===== config.mk =====
export PLATFORM = sky130hd
export DESIGN_NAME = dtc_top
export DESIGN_NICKNAME = d
export VERILOG_FILES = /design/src/hdl/dtc_timer.v
export VERILOG_INCLUDE_DIRS = /design/src /design/src/hdl
export SDC_FILE = /design/constraint.sdc
export NUM_CORES = 1
export LEC_CHECK = 0
export ABC_AREA = 1
export BUFFER_PORTS_ARGS = -buffer_cell sky130_fd_sc_hd__buf_2
export CORE_UTILIZATION = 30
export CTS_CLUSTER_SIZE = 20
export DETAILED_ROUTE_END_ITERATION = 12
export PLACE_DENSITY = 0.48
export SYNTH_ARGS = -nofsm -noshare
export SYNTH_HDL_FRONTEND = slang
export SYNTH_SLANG_ARGS = --single-unit

===== constraint.sdc =====
create_clock -name core_clk -period 9.5 [get_ports core_clk]
set_clock_uncertainty 0.15 [all_clocks]
set_input_delay 0.95 -clock core_clk [delete_from_list [all_inputs] [get_ports core_clk]]
set_output_delay 0.95 -clock core_clk [all_outputs]
set_load 0.05 [all_outputs]

===== src/hdl/dtc_map.vh =====
// register offsets, field positions, reset values and codes of the dual 8-bit timer
`ifndef DTC_MAP_VH
`define DTC_MAP_VH
// timer a registers
`define DTC_A_CNT 8'hCA
`define DTC_A_CTL 8'hCB
`define DTC_A_CCTL0 8'hCC
`define DTC_A_CC0 8'hCD
`define DTC_A_CCTL1 8'hCE
`define DTC_A_CC1 8'hCF
// timer b registers
`define DTC_B_CNT 8'hEA
`define DTC_B_CTL 8'hEB
`define DTC_B_CCTL0 8'hEC
`define DTC_B_CC0 8'hED
`define DTC_B_CCTL1 8'hEE
`define DTC_B_CC1 8'hEF
// shared flag and interrupt registers
`define DTC_FLAG 8'hD8
`define DTC_CPU_FLAG 8'hC0
`define DTC_IEN_ONE 8'hB8
`define DTC_IEN_ZERO 8'hA8
// timer control fields
`define DTC_CTL_DIV_LSB 5
`define DTC_CTL_START 4
`define DTC_CTL_OVF_MASK 3
`define DTC_CTL_CLEAR 2
`define DTC_CTL_RESET 8'h08
// channel control fields
`define DTC_CCTL_MASK 6
`define DTC_CCTL_ACT_LSB 3
`define DTC_CCTL_MODE 2
`define DTC_CCTL_RESET 8'h40
`define DTC_CCTL_WMASK 8'h7F
// counting modes
`define DTC_MODE_FREE 2'h0
`define DTC_MODE_DOWN 2'h1
`define DTC_MODE_MOD 2'h2
`define DTC_MODE_UPDN 2'h3
// compare actions
`define DTC_ACT_SET 3'h0
`define DTC_ACT_CLEAR 3'h1
`define DTC_ACT_TGL 3'h2
`define DTC_ACT_SUPC 3'h3
`define DTC_ACT_CUPS 3'h4
`define DTC_ACT_SCFF 3'h5
`define DTC_ACT_CSZ 3'h6
`define DTC_ACT_INIT 3'h7
// capture edges
`define DTC_CAP_RISE 2'h1
`define DTC_CAP_FALL 2'h2
`define DTC_CAP_BOTH 2'h3
// counter terminal values
`define DTC_ZERO 8'h00
`define DTC_TOP 8'hFF
// global enable bit position
`define DTC_GIE_BIT 7
`endif


===== src/hdl/dtc_timer.v =====
// dual 8-bit timer with two capture/compare channels each, flags and dma triggers
`timescale 1ns/1ps
`include "dtc_map.vh"

module dtc_timer (
  // clock and reset
  input wire core_clk,
  input wire reset,
  // system tick
  input wire tick,
  // register writes
  input wire [7:0] wdata,
  input wire ctl_we,
  input wire [1:0] cctl_we,
  input wire [1:0] cc_we,
  // synchronised channel inputs
  input wire [1:0] cap_sync,
  // register readback
  output reg [7:0] cnt_q,
  output reg [7:0] ctl_q,
  output reg [15:0] cctl_q,
  output reg [15:0] cc_q,
  // events and pins
  output reg ovf_q,
  output reg [1:0] ch_ev_q,
  output reg [1:0] cc_out_q
);
  reg [6:0] presc_q;
  reg dir_q;
  reg load_q;
  reg [15:0] buf_q;
  reg [1:0] pend_q;
  reg [1:0] cap_prev_q;
  reg [7:0] cnt_d;
  reg dir_d;
  reg ovf_d;
  reg [1:0] match;
  reg [1:0] capt;
  reg [1:0] out_d;
  integer n;
  integer k;

  wire [1:0] mode = ctl_q[1:0];
  wire start = ctl_q[`DTC_CTL_START];
  wire [2:0] div = ctl_q[`DTC_CTL_DIV_LSB +: 3];
  wire [7:0] cc0 = cc_q[7:0];
  wire clear_wr = ctl_we & wdata[`DTC_CTL_CLEAR];
  wire [6:0] div_mask = (7'h7F >> (3'd7 - div)) & 7'h7F;
  // prescaler counts up once per system tick; divided edge when masked bits are all ones
  wire active = tick & ((presc_q & div_mask) == div_mask);
  wire adv = active & start;

  // initial compare output level per action code
  function init_level;
    input [2:0] act;
    begin
      init_level = (act == `DTC_ACT_CLEAR) || (act == `DTC_ACT_CUPS) || (act == `DTC_ACT_CSZ);
    end
  endfunction

  // next compare output level for one channel; a match outranks the zero or top event
  function cmp_next;
    input [2:0] act;
    input cur;
    input hit;
    input zero;
    input top;
    input updn;
    input down;
    begin
      cmp_next = cur;
      case (act)
        `DTC_ACT_SET: if (hit) cmp_next = 1'b1;
        `DTC_ACT_CLEAR: if (hit) cmp_next = 1'b0;
        `DTC_ACT_TGL: if (hit) cmp_next = ~cur;
        `DTC_ACT_SUPC: cmp_next = hit ? (updn ? ~down : 1'b1) : ((zero && !updn) ? 1'b0 : cur);
        `DTC_ACT_CUPS: cmp_next = hit ? (updn ? down : 1'b0) : ((zero && !updn) ? 1'b1 : cur);
        `DTC_ACT_SCFF: cmp_next = hit ? 1'b1 : (top ? 1'b0 : cur);
        `DTC_ACT_CSZ: cmp_next = hit ? 1'b0 : (zero ? 1'b1 : cur);
        default: cmp_next = cur;
      endcase
    end
  endfunction

  // counter next value and overflow event
  always @* begin
    cnt_d = cnt_q;
    dir_d = dir_q;
    ovf_d = 1'b0;
    if (adv) begin
      case (mode)
        `DTC_MODE_FREE: begin
          cnt_d = cnt_q + 8'h01;
          ovf_d = (cnt_d == `DTC_TOP);
        end
        `DTC_MODE_DOWN: begin
          if (load_q) begin
            cnt_d = cc0;
          end else if (cnt_q != `DTC_ZERO) begin
            cnt_d = cnt_q - 8'h01;
            ovf_d = (cnt_d == `DTC_ZERO);
          end
        end
        `DTC_MODE_MOD: begin
          if (cnt_q == cc0 || cnt_q == `DTC_TOP) begin
            cnt_d = `DTC_ZERO;
          end else begin
            cnt_d = cnt_q + 8'h01;
            ovf_d = (cnt_d == `DTC_TOP) && (cnt_q > cc0);
          end
        end
        `DTC_MODE_UPDN: begin
          if (!dir_q) begin
            if (cnt_q < cc0) begin
              cnt_d = cnt_q + 8'h01;
            end else if (cnt_q != `DTC_ZERO) begin
              cnt_d = cnt_q - 8'h01;
              dir_d = 1'b1;
              ovf_d = (cnt_d == `DTC_ZERO);
              if (cnt_d == `DTC_ZERO) dir_d = 1'b0;
            end
          end else begin
            cnt_d = cnt_q - 8'h01;
            if (cnt_d == `DTC_ZERO) begin
              dir_d = 1'b0;
              ovf_d = 1'b1;
            end
          end
        end
        default: cnt_d = cnt_q;
      endcase
    end
  end

  // channel matches, captures and output next levels
  always @* begin
    for (n = 0; n < 2; n = n + 1) begin
      match[n] = adv & cctl_q[n*8+`DTC_CCTL_MODE] & (cnt_d == cc_q[n*8 +: 8]);
      capt[n] = 1'b0;
      if (start && !cctl_q[n*8+`DTC_CCTL_MODE]) begin
        case (cctl_q[n*8 +: 2])
          `DTC_CAP_RISE: capt[n] = cap_sync[n] & ~cap_prev_q[n];
          `DTC_CAP_FALL: capt[n] = ~cap_sync[n] & cap_prev_q[n];
          `DTC_CAP_BOTH: capt[n] = cap_sync[n] ^ cap_prev_q[n];
          default: capt[n] = 1'b0;
        endcase
      end
      out_d[n] = cmp_next(cctl_q[n*8+`DTC_CCTL_ACT_LSB +: 3], cc_out_q[n], match[n],
                          adv & (cnt_d == `DTC_ZERO), adv & (cnt_d == `DTC_TOP),
                          mode == `DTC_MODE_UPDN, dir_q);
    end
  end

  always @(posedge core_clk) begin
    if (reset) begin
      presc_q <= 7'h00;
      cnt_q <= `DTC_ZERO;
      dir_q <= 1'b0;
      load_q <= 1'b0;
      ctl_q <= `DTC_CTL_RESET;
      cctl_q <= {2{`DTC_CCTL_RESET}};
      cc_q <= 16'h0000;
      buf_q <= 16'h0000;
      pend_q <= 2'b00;
      cap_prev_q <= 2'b00;
      ovf_q <= 1'b0;
      ch_ev_q <= 2'b00;
      cc_out_q <= 2'b00;
    end else begin
      if (tick) presc_q <= presc_q + 7'h01;
      cap_prev_q <= cap_sync;
      ovf_q <= ovf_d & ~clear_wr;
      cnt_q <= cnt_d;
      dir_q <= dir_d;
      if (adv) load_q <= 1'b0;
      if (ctl_we) begin
        // clear bit is a strobe only, never stored
        ctl_q <= wdata & ~(8'h01 << `DTC_CTL_CLEAR);
        if (wdata[`DTC_CTL_START] && !start) load_q <= 1'b1;
      end
      if (clear_wr) begin
        cnt_q <= `DTC_ZERO;
        dir_q <= 1'b0;
        presc_q <= 7'h00;
      end
      for (k = 0; k < 2; k = k + 1) begin
        ch_ev_q[k] <= match[k] | capt[k];
        cc_out_q[k] <= out_d[k];
        if (capt[k]) cc_q[k*8 +: 8] <= cnt_q;
        // buffered value lands only while counter sits at zero
        if (pend_q[k] && cnt_q == `DTC_ZERO) begin
          cc_q[k*8 +: 8] <= buf_q[k*8 +: 8];
          pend_q[k] <= 1'b0;
        end
        if (cc_we[k]) begin
          if (cctl_q[k*8+`DTC_CCTL_MODE]) begin
            buf_q[k*8 +: 8] <= wdata;
            pend_q[k] <= 1'b1;
          end else begin
            cc_q[k*8 +: 8] <= wdata;
          end
        end
        if (cctl_we[k]) begin
          if (wdata[`DTC_CCTL_ACT_LSB +: 3] == `DTC_ACT_INIT) begin
            cctl_q[k*8 +: 8] <= (wdata & `DTC_CCTL_WMASK & 8'hC7) |
                                (cctl_q[k*8 +: 8] & 8'h38);
            cc_out_q[k] <= init_level(cctl_q[k*8+`DTC_CCTL_ACT_LSB +: 3]);
          end else begin
            cctl_q[k*8 +: 8] <= wdata & `DTC_CCTL_WMASK;
          end
        end
        if (clear_wr) cc_out_q[k] <= init_level(cctl_q[k*8+`DTC_CCTL_ACT_LSB +: 3]);
      end
    end
  end
endmodule

module dtc_top (
  // clock and reset
  input wire core_clk,
  input wire reset,
  // system tick enable, one cycle per tick
  input wire tick,
  // register port
  input wire [7:0] addr,
  input wire [7:0] wdata,
  input wire wr,
  input wire rd,
  output reg [7:0] rdata_q,
  // channel pins, timer a ch0, ch1, timer b ch0, ch1
  input wire [3:0] cap_in,
  output wire [3:0] cc_out,
  // dma triggers
  output wire dma_trig_a_ch_zero,
  output wire dma_trig_a_ch_one,
  output wire dma_trig_b_ch_zero,
  output wire dma_trig_b_ch_one,
  // interrupt requests, one vector per timer
  output reg [1:0] irq_req_q
);
  reg [3:0] cap_s1_q;
  reg [3:0] cap_s2_q;
  reg [5:0] flag_q;
  reg [1:0] cpu_flag_q;
  reg [1:0] ien_q;
  reg gie_q;
  reg [5:0] flag_d;
  reg [1:0] cpu_d;
  reg [1:0] hw_set;
  reg [7:0] rd_mux;
  wire [7:0] a_cnt, a_ctl, b_cnt, b_ctl;
  wire [15:0] a_cctl, a_cc, b_cctl, b_cc;
  wire a_ovf, b_ovf;
  wire [1:0] a_ev, b_ev;
  wire [5:0] ev;
  wire [5:0] mask;

  dtc_timer u_a (
    .core_clk(core_clk),
    .reset(reset),
    .tick(tick),
    .wdata(wdata),
    .ctl_we(wr && addr == `DTC_A_CTL),
    .cctl_we({wr && addr == `DTC_A_CCTL1, wr && addr == `DTC_A_CCTL0}),
    .cc_we({wr && addr == `DTC_A_CC1, wr && addr == `DTC_A_CC0}),
    .cap_sync(cap_s2_q[1:0]),
    .cnt_q(a_cnt),
    .ctl_q(a_ctl),
    .cctl_q(a_cctl),
    .cc_q(a_cc),
    .ovf_q(a_ovf),
    .ch_ev_q(a_ev),
    .cc_out_q(cc_out[1:0])
  );

  dtc_timer u_b (
    .core_clk(core_clk),
    .reset(reset),
    .tick(tick),
    .wdata(wdata),
    .ctl_we(wr && addr == `DTC_B_CTL),
    .cctl_we({wr && addr == `DTC_B_CCTL1, wr && addr == `DTC_B_CCTL0}),
    .cc_we({wr && addr == `DTC_B_CC1, wr && addr == `DTC_B_CC0}),
    .cap_sync(cap_s2_q[3:2]),
    .cnt_q(b_cnt),
    .ctl_q(b_ctl),
    .cctl_q(b_cctl),
    .cc_q(b_cc),
    .ovf_q(b_ovf),
    .ch_ev_q(b_ev),
    .cc_out_q(cc_out[3:2])
  );

  assign dma_trig_a_ch_zero = a_ev[0];
  assign dma_trig_a_ch_one = a_ev[1];
  assign dma_trig_b_ch_zero = b_ev[0];
  assign dma_trig_b_ch_one = b_ev[1];
  assign ev = {b_ev, b_ovf, a_ev, a_ovf};
  assign mask = {b_cctl[8+`DTC_CCTL_MASK], b_cctl[`DTC_CCTL_MASK], b_ctl[`DTC_CTL_OVF_MASK],
                 a_cctl[8+`DTC_CCTL_MASK], a_cctl[`DTC_CCTL_MASK], a_ctl[`DTC_CTL_OVF_MASK]};

  // flag updates; hardware set wins over a software clear in the same cycle
  always @* begin
    flag_d = flag_q;
    if (wr && addr == `DTC_FLAG) flag_d = flag_q & wdata[5:0];
    flag_d = flag_d | ev;
    hw_set[0] = |(ev[2:0] & mask[2:0]);
    hw_set[1] = |(ev[5:3] & mask[5:3]);
    if (wr && addr == `DTC_FLAG) begin
      if (|(flag_q[2:0] & ~wdata[2:0]) && |(flag_q[2:0] & wdata[2:0] & mask[2:0]))
        hw_set[0] = 1'b1;
      if (|(flag_q[5:3] & ~wdata[5:3]) && |(flag_q[5:3] & wdata[5:3] & mask[5:3]))
        hw_set[1] = 1'b1;
    end
    cpu_d = cpu_flag_q;
    if (wr && addr == `DTC_CPU_FLAG) cpu_d = wdata[1:0];
    cpu_d = cpu_d | hw_set;
  end

  always @* begin
    case (addr)
      `DTC_A_CNT: rd_mux = a_cnt;
      `DTC_A_CTL: rd_mux = a_ctl;
      `DTC_A_CCTL0: rd_mux = a_cctl[7:0];
      `DTC_A_CC0: rd_mux = a_cc[7:0];
      `DTC_A_CCTL1: rd_mux = a_cctl[15:8];
      `DTC_A_CC1: rd_mux = a_cc[15:8];
      `DTC_B_CNT: rd_mux = b_cnt;
      `DTC_B_CTL: rd_mux = b_ctl;
      `DTC_B_CCTL0: rd_mux = b_cctl[7:0];
      `DTC_B_CC0: rd_mux = b_cc[7:0];
      `DTC_B_CCTL1: rd_mux = b_cctl[15:8];
      `DTC_B_CC1: rd_mux = b_cc[15:8];
      `DTC_FLAG: rd_mux = {2'b00, flag_q};
      `DTC_CPU_FLAG: rd_mux = {6'h00, cpu_flag_q};
      `DTC_IEN_ONE: rd_mux = {6'h00, ien_q};
      `DTC_IEN_ZERO: rd_mux = {gie_q, 7'h00};
      default: rd_mux = 8'h00;
    endcase
  end

  always @(posedge core_clk) begin
    if (reset) begin
      cap_s1_q <= 4'h0;
      cap_s2_q <= 4'h0;
      flag_q <= 6'h00;
      cpu_flag_q <= 2'b00;
      ien_q <= 2'b00;
      gie_q <= 1'b0;
      irq_req_q <= 2'b00;
      rdata_q <= 8'h00;
    end else begin
      // pins are asynchronous, so two stages before any edge logic
      cap_s1_q <= cap_in;
      cap_s2_q <= cap_s1_q;
      flag_q <= flag_d;
      cpu_flag_q <= cpu_d;
      if (wr && addr == `DTC_IEN_ONE) ien_q <= wdata[1:0];
      if (wr && addr == `DTC_IEN_ZERO) gie_q <= wdata[`DTC_GIE_BIT];
      irq_req_q <= cpu_d & ~cpu_flag_q & ien_q & {2{gie_q}};
      rdata_q <= rd ? rd_mux : 8'h00;
    end
  end
endmodule


======== Word-level counts from Yosys, hierarchy flattened ========
Cells that the tools add are included.
W data, S select, Z words.
storage, ports and cells
  register bits after elaboration ......... 191
  input port bits ......................... 25
  word-level logic and storage cells ...... 432
cells by class
  add/sub/neg operators ................... 8
  order comparisons ....................... 4
  equal/unequal tests ..................... 73
  shifts and indexed selects .............. 2
  multiplexer cells ....................... 154
  bitwise gates (word level) .............. 76
  reductions and logical operators ........ 77
operators with widths
  cell                   number
  $mux W8                32
  $eq A8 B8 Y1 const B   22
  $pmux W8 S16           1
  $mux W1                106
  $pmux W8 S4            2
  $eq A8 B8 Y1           6
  $logic_not A8 Y1       6
  $eq A3 B3 Y1 const B   13
  $logic_and A1 B1 Y1    30
  $and A1 B1 Y1          28
  $or A7 B6 Y7           4
  $pmux W1 S7            4
  $and A3 B3 Y3          8
  $eq A2 B2 Y1 const B   12
  $eq A3 B2 Y1 const B   8
  $reduce_or A3 Y1       6
  $not A1 Y1             17
  $add A8 B1 Y8 const B  2
  $gt A8 B8 Y1           2
  $lt A8 B8 Y1           2
  $reduce_bool A8 Y1     2
  $sub A8 B1 Y8 const B  2
  $add A7 B1 Y7 const B  2
  $and A7 B7 Y7          2
  23 further kinds       75

======== Longest topological paths before layout ========
  depth after elaboration ................. 16
  gate-level depth with buffers ........... 30
  gate-level depth less buffers ........... 29

======== By module ========
A second synthesis with hierarchy kept.
second synthesis, totals
  cell total of the unflattened synthesis .. 2,132
  area, all modules ....................... 13,365.3 um2
by module, submodules not included
  module            times used  cells each  area an instance (um2)  sequential area each (um2)
  dtc_timer at u_b  1           879         5,546.6                 1,581.5
  dtc_timer at u_a  1           829         5,386.4                 1,581.5
  dtc_top           1           424         2,432.3                 580.6

======== Worst setup path after synthesis ========
Ideal clock, no wire load.
  path type ............................... reg2reg
  start ................................... reg u_a.cnt_q[0]
  end ..................................... reg u_a.cc_out_q[1]
  library setup time ...................... 0.131 ns
  arrival ................................. 2.827 ns
  setup slack ............................. 6.392 ns
  stages on the path, launching flop included .. 29
  buffers on the path ..................... 1
  period minus slack after synthesis ...... 3.108 ns
  cell sequence ........................... dfxtp_1 -> buf_2 -> inv_2 -> ha_1 -> inv_1 -> nand2_1 -> nand2_1 -> nand2_1 -> nand2_1 -> nand2_1 -> nand2_1 -> nand3_2 -> nand3_1 -> nand2_1 -> nand3_2 -> nand2_4 -> inv_2 -> nand2_1 -> nand2_1 -> and2_1 -> nand3_2 -> ha_1 -> nor4_1 -> nor3_1 -> nand2_1 -> nor2_1 -> nand3_1 -> nand2_1 -> a21oi_2
between the ends
  longest elaborated chain between the ends .. 15
ends and longest elaborated chain
  item                                                        RTL line                         source
  from (decl)                                                 dtc_timer.v:19                   output reg [7:0] cnt_q,
  from (signal assigned)                                      dtc_timer.v:157                  cnt_q <= `DTC_ZERO;
  from (signal assigned)                                      dtc_timer.v:173                  cnt_q <= cnt_d;
  from (signal assigned)                                      dtc_timer.v:182                  cnt_q <= `DTC_ZERO;
  $sub A8 B1 Y8 / $reduce_bool A8 Y1 (equally long branches)  n/a
  $mux W8                                                     dtc_timer.v:99, dtc_timer.v:116
  $mux W8                                                     dtc_timer.v:114                  if (cnt_q < cc0) begin
  $mux W8                                                     dtc_timer.v:113                  if (!dir_q) begin
  $pmux W8 S4                                                 dtc_timer.v:91                   case (mode)
  $mux W8 (*)                                                 dtc_timer.v:90                   if (adv) begin
  $logic_not A8 Y1 (no source line)                           n/a
  $and A1 B1 Y1                                               dtc_timer.v:149                  adv & (cnt_d == `DTC_ZERO), adv & (cnt_d == `DTC_TOP),
  $logic_and A1 B1 Y1                                         dtc_timer.v:76, dtc_timer.v:77
  $mux W1, on equally long branches (2 in series)             dtc_timer.v:77, dtc_timer.v:76
  $pmux W1 S7 (*)                                             dtc_timer.v:72                   case (act)
  $mux W1                                                     dtc_timer.v:204                  if (wdata[`DTC_CCTL_ACT_LSB +: 3] == `DTC_ACT_INIT) begin
  $mux W1 (*)                                                 dtc_timer.v:203                  if (cctl_we[k]) begin
  $mux W1 (*)                                                 dtc_timer.v:212                  if (clear_wr) cc_out_q[k] <= init_level(cctl_q[k*8+`DTC_CCTL_ACT_LSB +: 3]);
  to (signal, indexed assignment)                             dtc_timer.v:188                  cc_out_q[k] <= out_d[k];
  to (signal, indexed assignment)                             dtc_timer.v:207                  cc_out_q[k] <= init_level(cctl_q[k*8+`DTC_CCTL_ACT_LSB +: 3]);
  to (signal, indexed assignment)                             dtc_timer.v:212
  to (decl)                                                   dtc_timer.v:26                   output reg [1:0] cc_out_q
Mark *: on every way between the ends. The rest lies on a longest branch, timed or not.
A chain may end at the register's enable or synchronous reset.

======== Worst setup path after layout ========
  start ................................... reg u_a.cnt_q[0]
  end ..................................... reg u_a.cc_out_q[0]
The elaborated chain is that of the path after synthesis.

==> metrics.md <==
| Metric | Value |
|---|---|
| CTS Buf Count | `17` |
| Slew @ Worst Pin | `1190 ps` |
| Most frequent cells in the layout | `nand2_1 (399), inv_1 (223), nor2_1 (210)` |
| Synth area leader | `dfxtp_1` |
| Top cell type's share of synthesized area | `0.302` |
| Seq/Total Area, Yosys | `0.302` |
| Final period util | `0.433` |
| Height of the die | `205 um` |
| Clk_lat worst skew | `460 ps` |
| Largest family of logic cells by synthesized area | `simple AND/OR/NAND/NOR gates` |
| Pint | `1.20 mW` |
| # diodes | `0` |
| Cell Pwr Density | `119 nW/um^2` |
| Commonest non-fill, non-tap cell in the layout | `nand2_1` |
| Reg2reg end | `u_a.cc_out_q[0]` |
| Total track usage | `0.246` |
| LEAKAGE | `5.60 nW` |
| Max Cap Violations | `0` |
| FFs w/ async S/R, synth | `0` |
| CTS H-tree lvls | `4` |
| Sw Pwr | `0.414 mW` |
| Root Driver | `clkbuf_16` |
| CP arrival | `4300 ps` |
| Drt drc | `0` |
| CTS tree | `built` |
| Site Rows | `74` |
| Wire per inst | `20.8 um` |
| Hold Crit Depth | `2` |
| Clk sink count | `187` |
| Worst setup SP type | `register` |
| Crit end category | `register` |
| Critical path class | `reg2reg` |
| Ratio of cells with drive above 1 in the final layout | `0.0988` |
| Design area | `13600 um^2` |
| DR iter-0 viols | `1241` |
| Util after Layout | `0.332` |
| Area post-placement | `13000 um^2` |
| IO Port Bufs | `42` |
| DR vias | `13.2k` |
| RSZ-0062 raised after global routing | `no` |
| Clk pwr share | `0.466` |
| Ys flop type | `dfxtp_1` |
| Layout area overhead | `9.48%` |
| Vias in the first global route | `12.4k` |
| Clock buffer depth | `2` |
| Hold-fix buffers at CTS | `0` |
| Peak supply drop | `142 uV` |
| Die area | `42100 um^2` |
| F_max | `243 MHz` |
| Fillers | `4545` |
| Sw frac | `0.257` |
| Top cells by area, synth | `dfxtp_1 (30%), nand2_1 (12%), inv_1 (6.8%), nor2_1 (6.4%), a21oi_1 (6.1%)` |
| EDFF count, synth | `0` |
| TritonRoute pass-1 iters | `5` |
| Post CTS Setup Buffer Count | `0` |
| Synthesized Nets | `1962` |
| Final nets | `1964` |
| First-pass GRT wire length | `77.3 mm` |
| Placer Congestion | `0.942` |
| Critical R2R Launch | `u_a.cnt_q[0]` |
| Die width | `205 um` |
| Final WL | `50.7 mm` |
| Tmin final | `4110 ps` |
| Clk slew on worst S/H paths | `80 ps` |
| DRT antenna net count | `0` |
| Compound-cell area share of the yosys netlist | `0.200` |
| Hold WC Path Type | `reg2reg` |
| R2R cell count | `24` |
| Post-route setup TNS | `0 ps` |
| Post-Synth Simple-Gate Area | `0.333` |
| Cell Area, Synth | `12400 um^2` |
| Syn_area_per_cell | `6.54 um^2` |
| Yosys warns | `0` |
| Via/cell ratio | `5.38` |
| Outcome | `complete, no violations` |
| Mapped Cells | `1897` |
| Hold endpoint | `cap_s2_q[2]` |
| Hold_sp | `cap_s1_q[2]` |
| Hold Fails Final Rpt | `0` |
| Initial antenna violation count | `0` |
| Cell variety after synth | `52` |
| Post-Synth XOR/XNOR Area | `0.0198` |
| Worst Path Required | `9690 ps` |
| Flop2flop setup slack | `5390 ps` |
| Core footprint | `40800 um^2` |
| Crit Path Max Fanout | `11` |
| Setup-failing EPs final | `0` |
| Ports | `43` |
| Mux share of post-synthesis cell area | `0` |
| Slew headroom | `0.191` |
| Total congestion overflow | `0` |
| HPWL Detailed | `38.8 mm` |
| Part of the power in registers | `0.491` |
| Yosys reg bits | `187` |
| Starting Density | `0.304` |
| # resized after CTS | `0` |
| Combinational Power Share | `0.043` |
| Slew Viols, Final | `0` |
| Largest net degree at the start of global routing | `76` |
| Synth Area in Adders | `0.0404` |
-- synth_stat cells, types with 25 or more instances --
library cell,n
a21oi_1,151
dfxtp_1,187
nor2_1,210
nand3_1,140
a31oi_1,25
nand2_1,399
clkbuf_1,48
nor3_1,43
inv_1,224
ha_1,40
nand2_2,25
o22ai_1,25
o21ai_0,108
-- sequential cells by signal, indices dropped and copies added, names as in the netlist, 14 cells and up --
name        flops
u_a.cctl_q     14
u_b.cctl_q     14
u_b.buf_q      16
u_b.cc_q       16
u_a.buf_q      16
u_a.cc_q       16
-- critical path, cell delays in order, from the launching register on --
cell and delay [ps]:
dfxtp_1 720, inv_2 260, ha_1 260, inv_1 50, nand2_1 40, nand2_1 50
nand2_1 50, nand2_1 50, nand2_1 110, nand2_1 240, nand3_2 200, nand3_1 110
nand2_1 110, nand3_2 110, nand2_2 100, nand2_1 70, nand2_1 60, nor2_1 240
nand4_2 250, ha_1 340, nor4_1 40, a21oi_1 130, nand4_1 100, nor2_1 100
nor2_1 50
-- through the flow --
stage          cells  setup slack, ps  hold WS [ps]  power, mW
3_5_place_dp    2412             5200           245      0.878
6_report        2444             5390           254       1.61
4_1_cts         2444             5440           254       1.62
3_3_place_gp    2412             5270           240      0.877
2_1_floorplan   1897             6390           238      0.848
5_1_grt         2444             4960           275       1.66
-- cells by family (layout without fill, tap and decap cells) --
group	Yosys count	after routing
fa+ha+maj	40	40
simple gates	909	909
buf+inv	316	331
xor+xnor	28	28
compound gates	417	417
flops	187	187
-- layer usage --
metal / track usage / wire, um / vias to the layer above
li1: - / - / 6367
met1: 0.354 / 24300 / 6244
met2: 0.375 / 21900 / 471
met3: 0.0342 / 3230 / 71
met4: 0.0765 / 1280 / 0
met5: 0 / 0 / -
-- power groups by stage --
stage,logic (mW),clock network [mW],registers [mW]
6_report,0.0686,0.751,0.791
5_1_grt,0.0751,0.794,0.792
4_1_cts,0.0682,0.761,0.791
3_5_place_dp,0.0679,0,0.810
3_3_place_gp,0.0676,0,0.810
2_1_floorplan,0.0392,0,0.808
-- how the worst max path moves through the flow --
| stage | start | slack (ps) | endpoint | depth (start not counted) |
|---|---|---|---|---|
| global route | u_a.cnt_q[0] | 4960 | u_a.cc_out_q[0] | 24 |
| CTS | u_a.cnt_q[0] | 5440 | u_a.cc_out_q[0] | 24 |
| floorplan | u_a.cnt_q[0] | 6390 | u_a.cc_out_q[1] | 28 |
| finish | u_a.cnt_q[0] | 5390 | u_a.cc_out_q[0] | 24 |
| global placement | tick | 5270 | u_b.cc_out_q[1] | 18 |
| detailed placement | tick | 5200 | u_b.cc_out_q[1] | 18 |
-- layout make-up --
| cell class | count | area (um^2) | share of cell area |
|---|---|---|---|
| inverter | 247 | 927 | 0.0683 |
| sequential | 187 | 3740 | 0.276 |
| tap | 532 | 666 | 0.0490 |
| multi-input combinational | 1394 | 7360 | 0.542 |
| timing repair buffer | 52 | 285 | 0.0210 |
| clock buffer | 21 | 480 | 0.0354 |
| clock inverter | 11 | 110 | 0.00811 |
(Power assumes the default switching activity.)
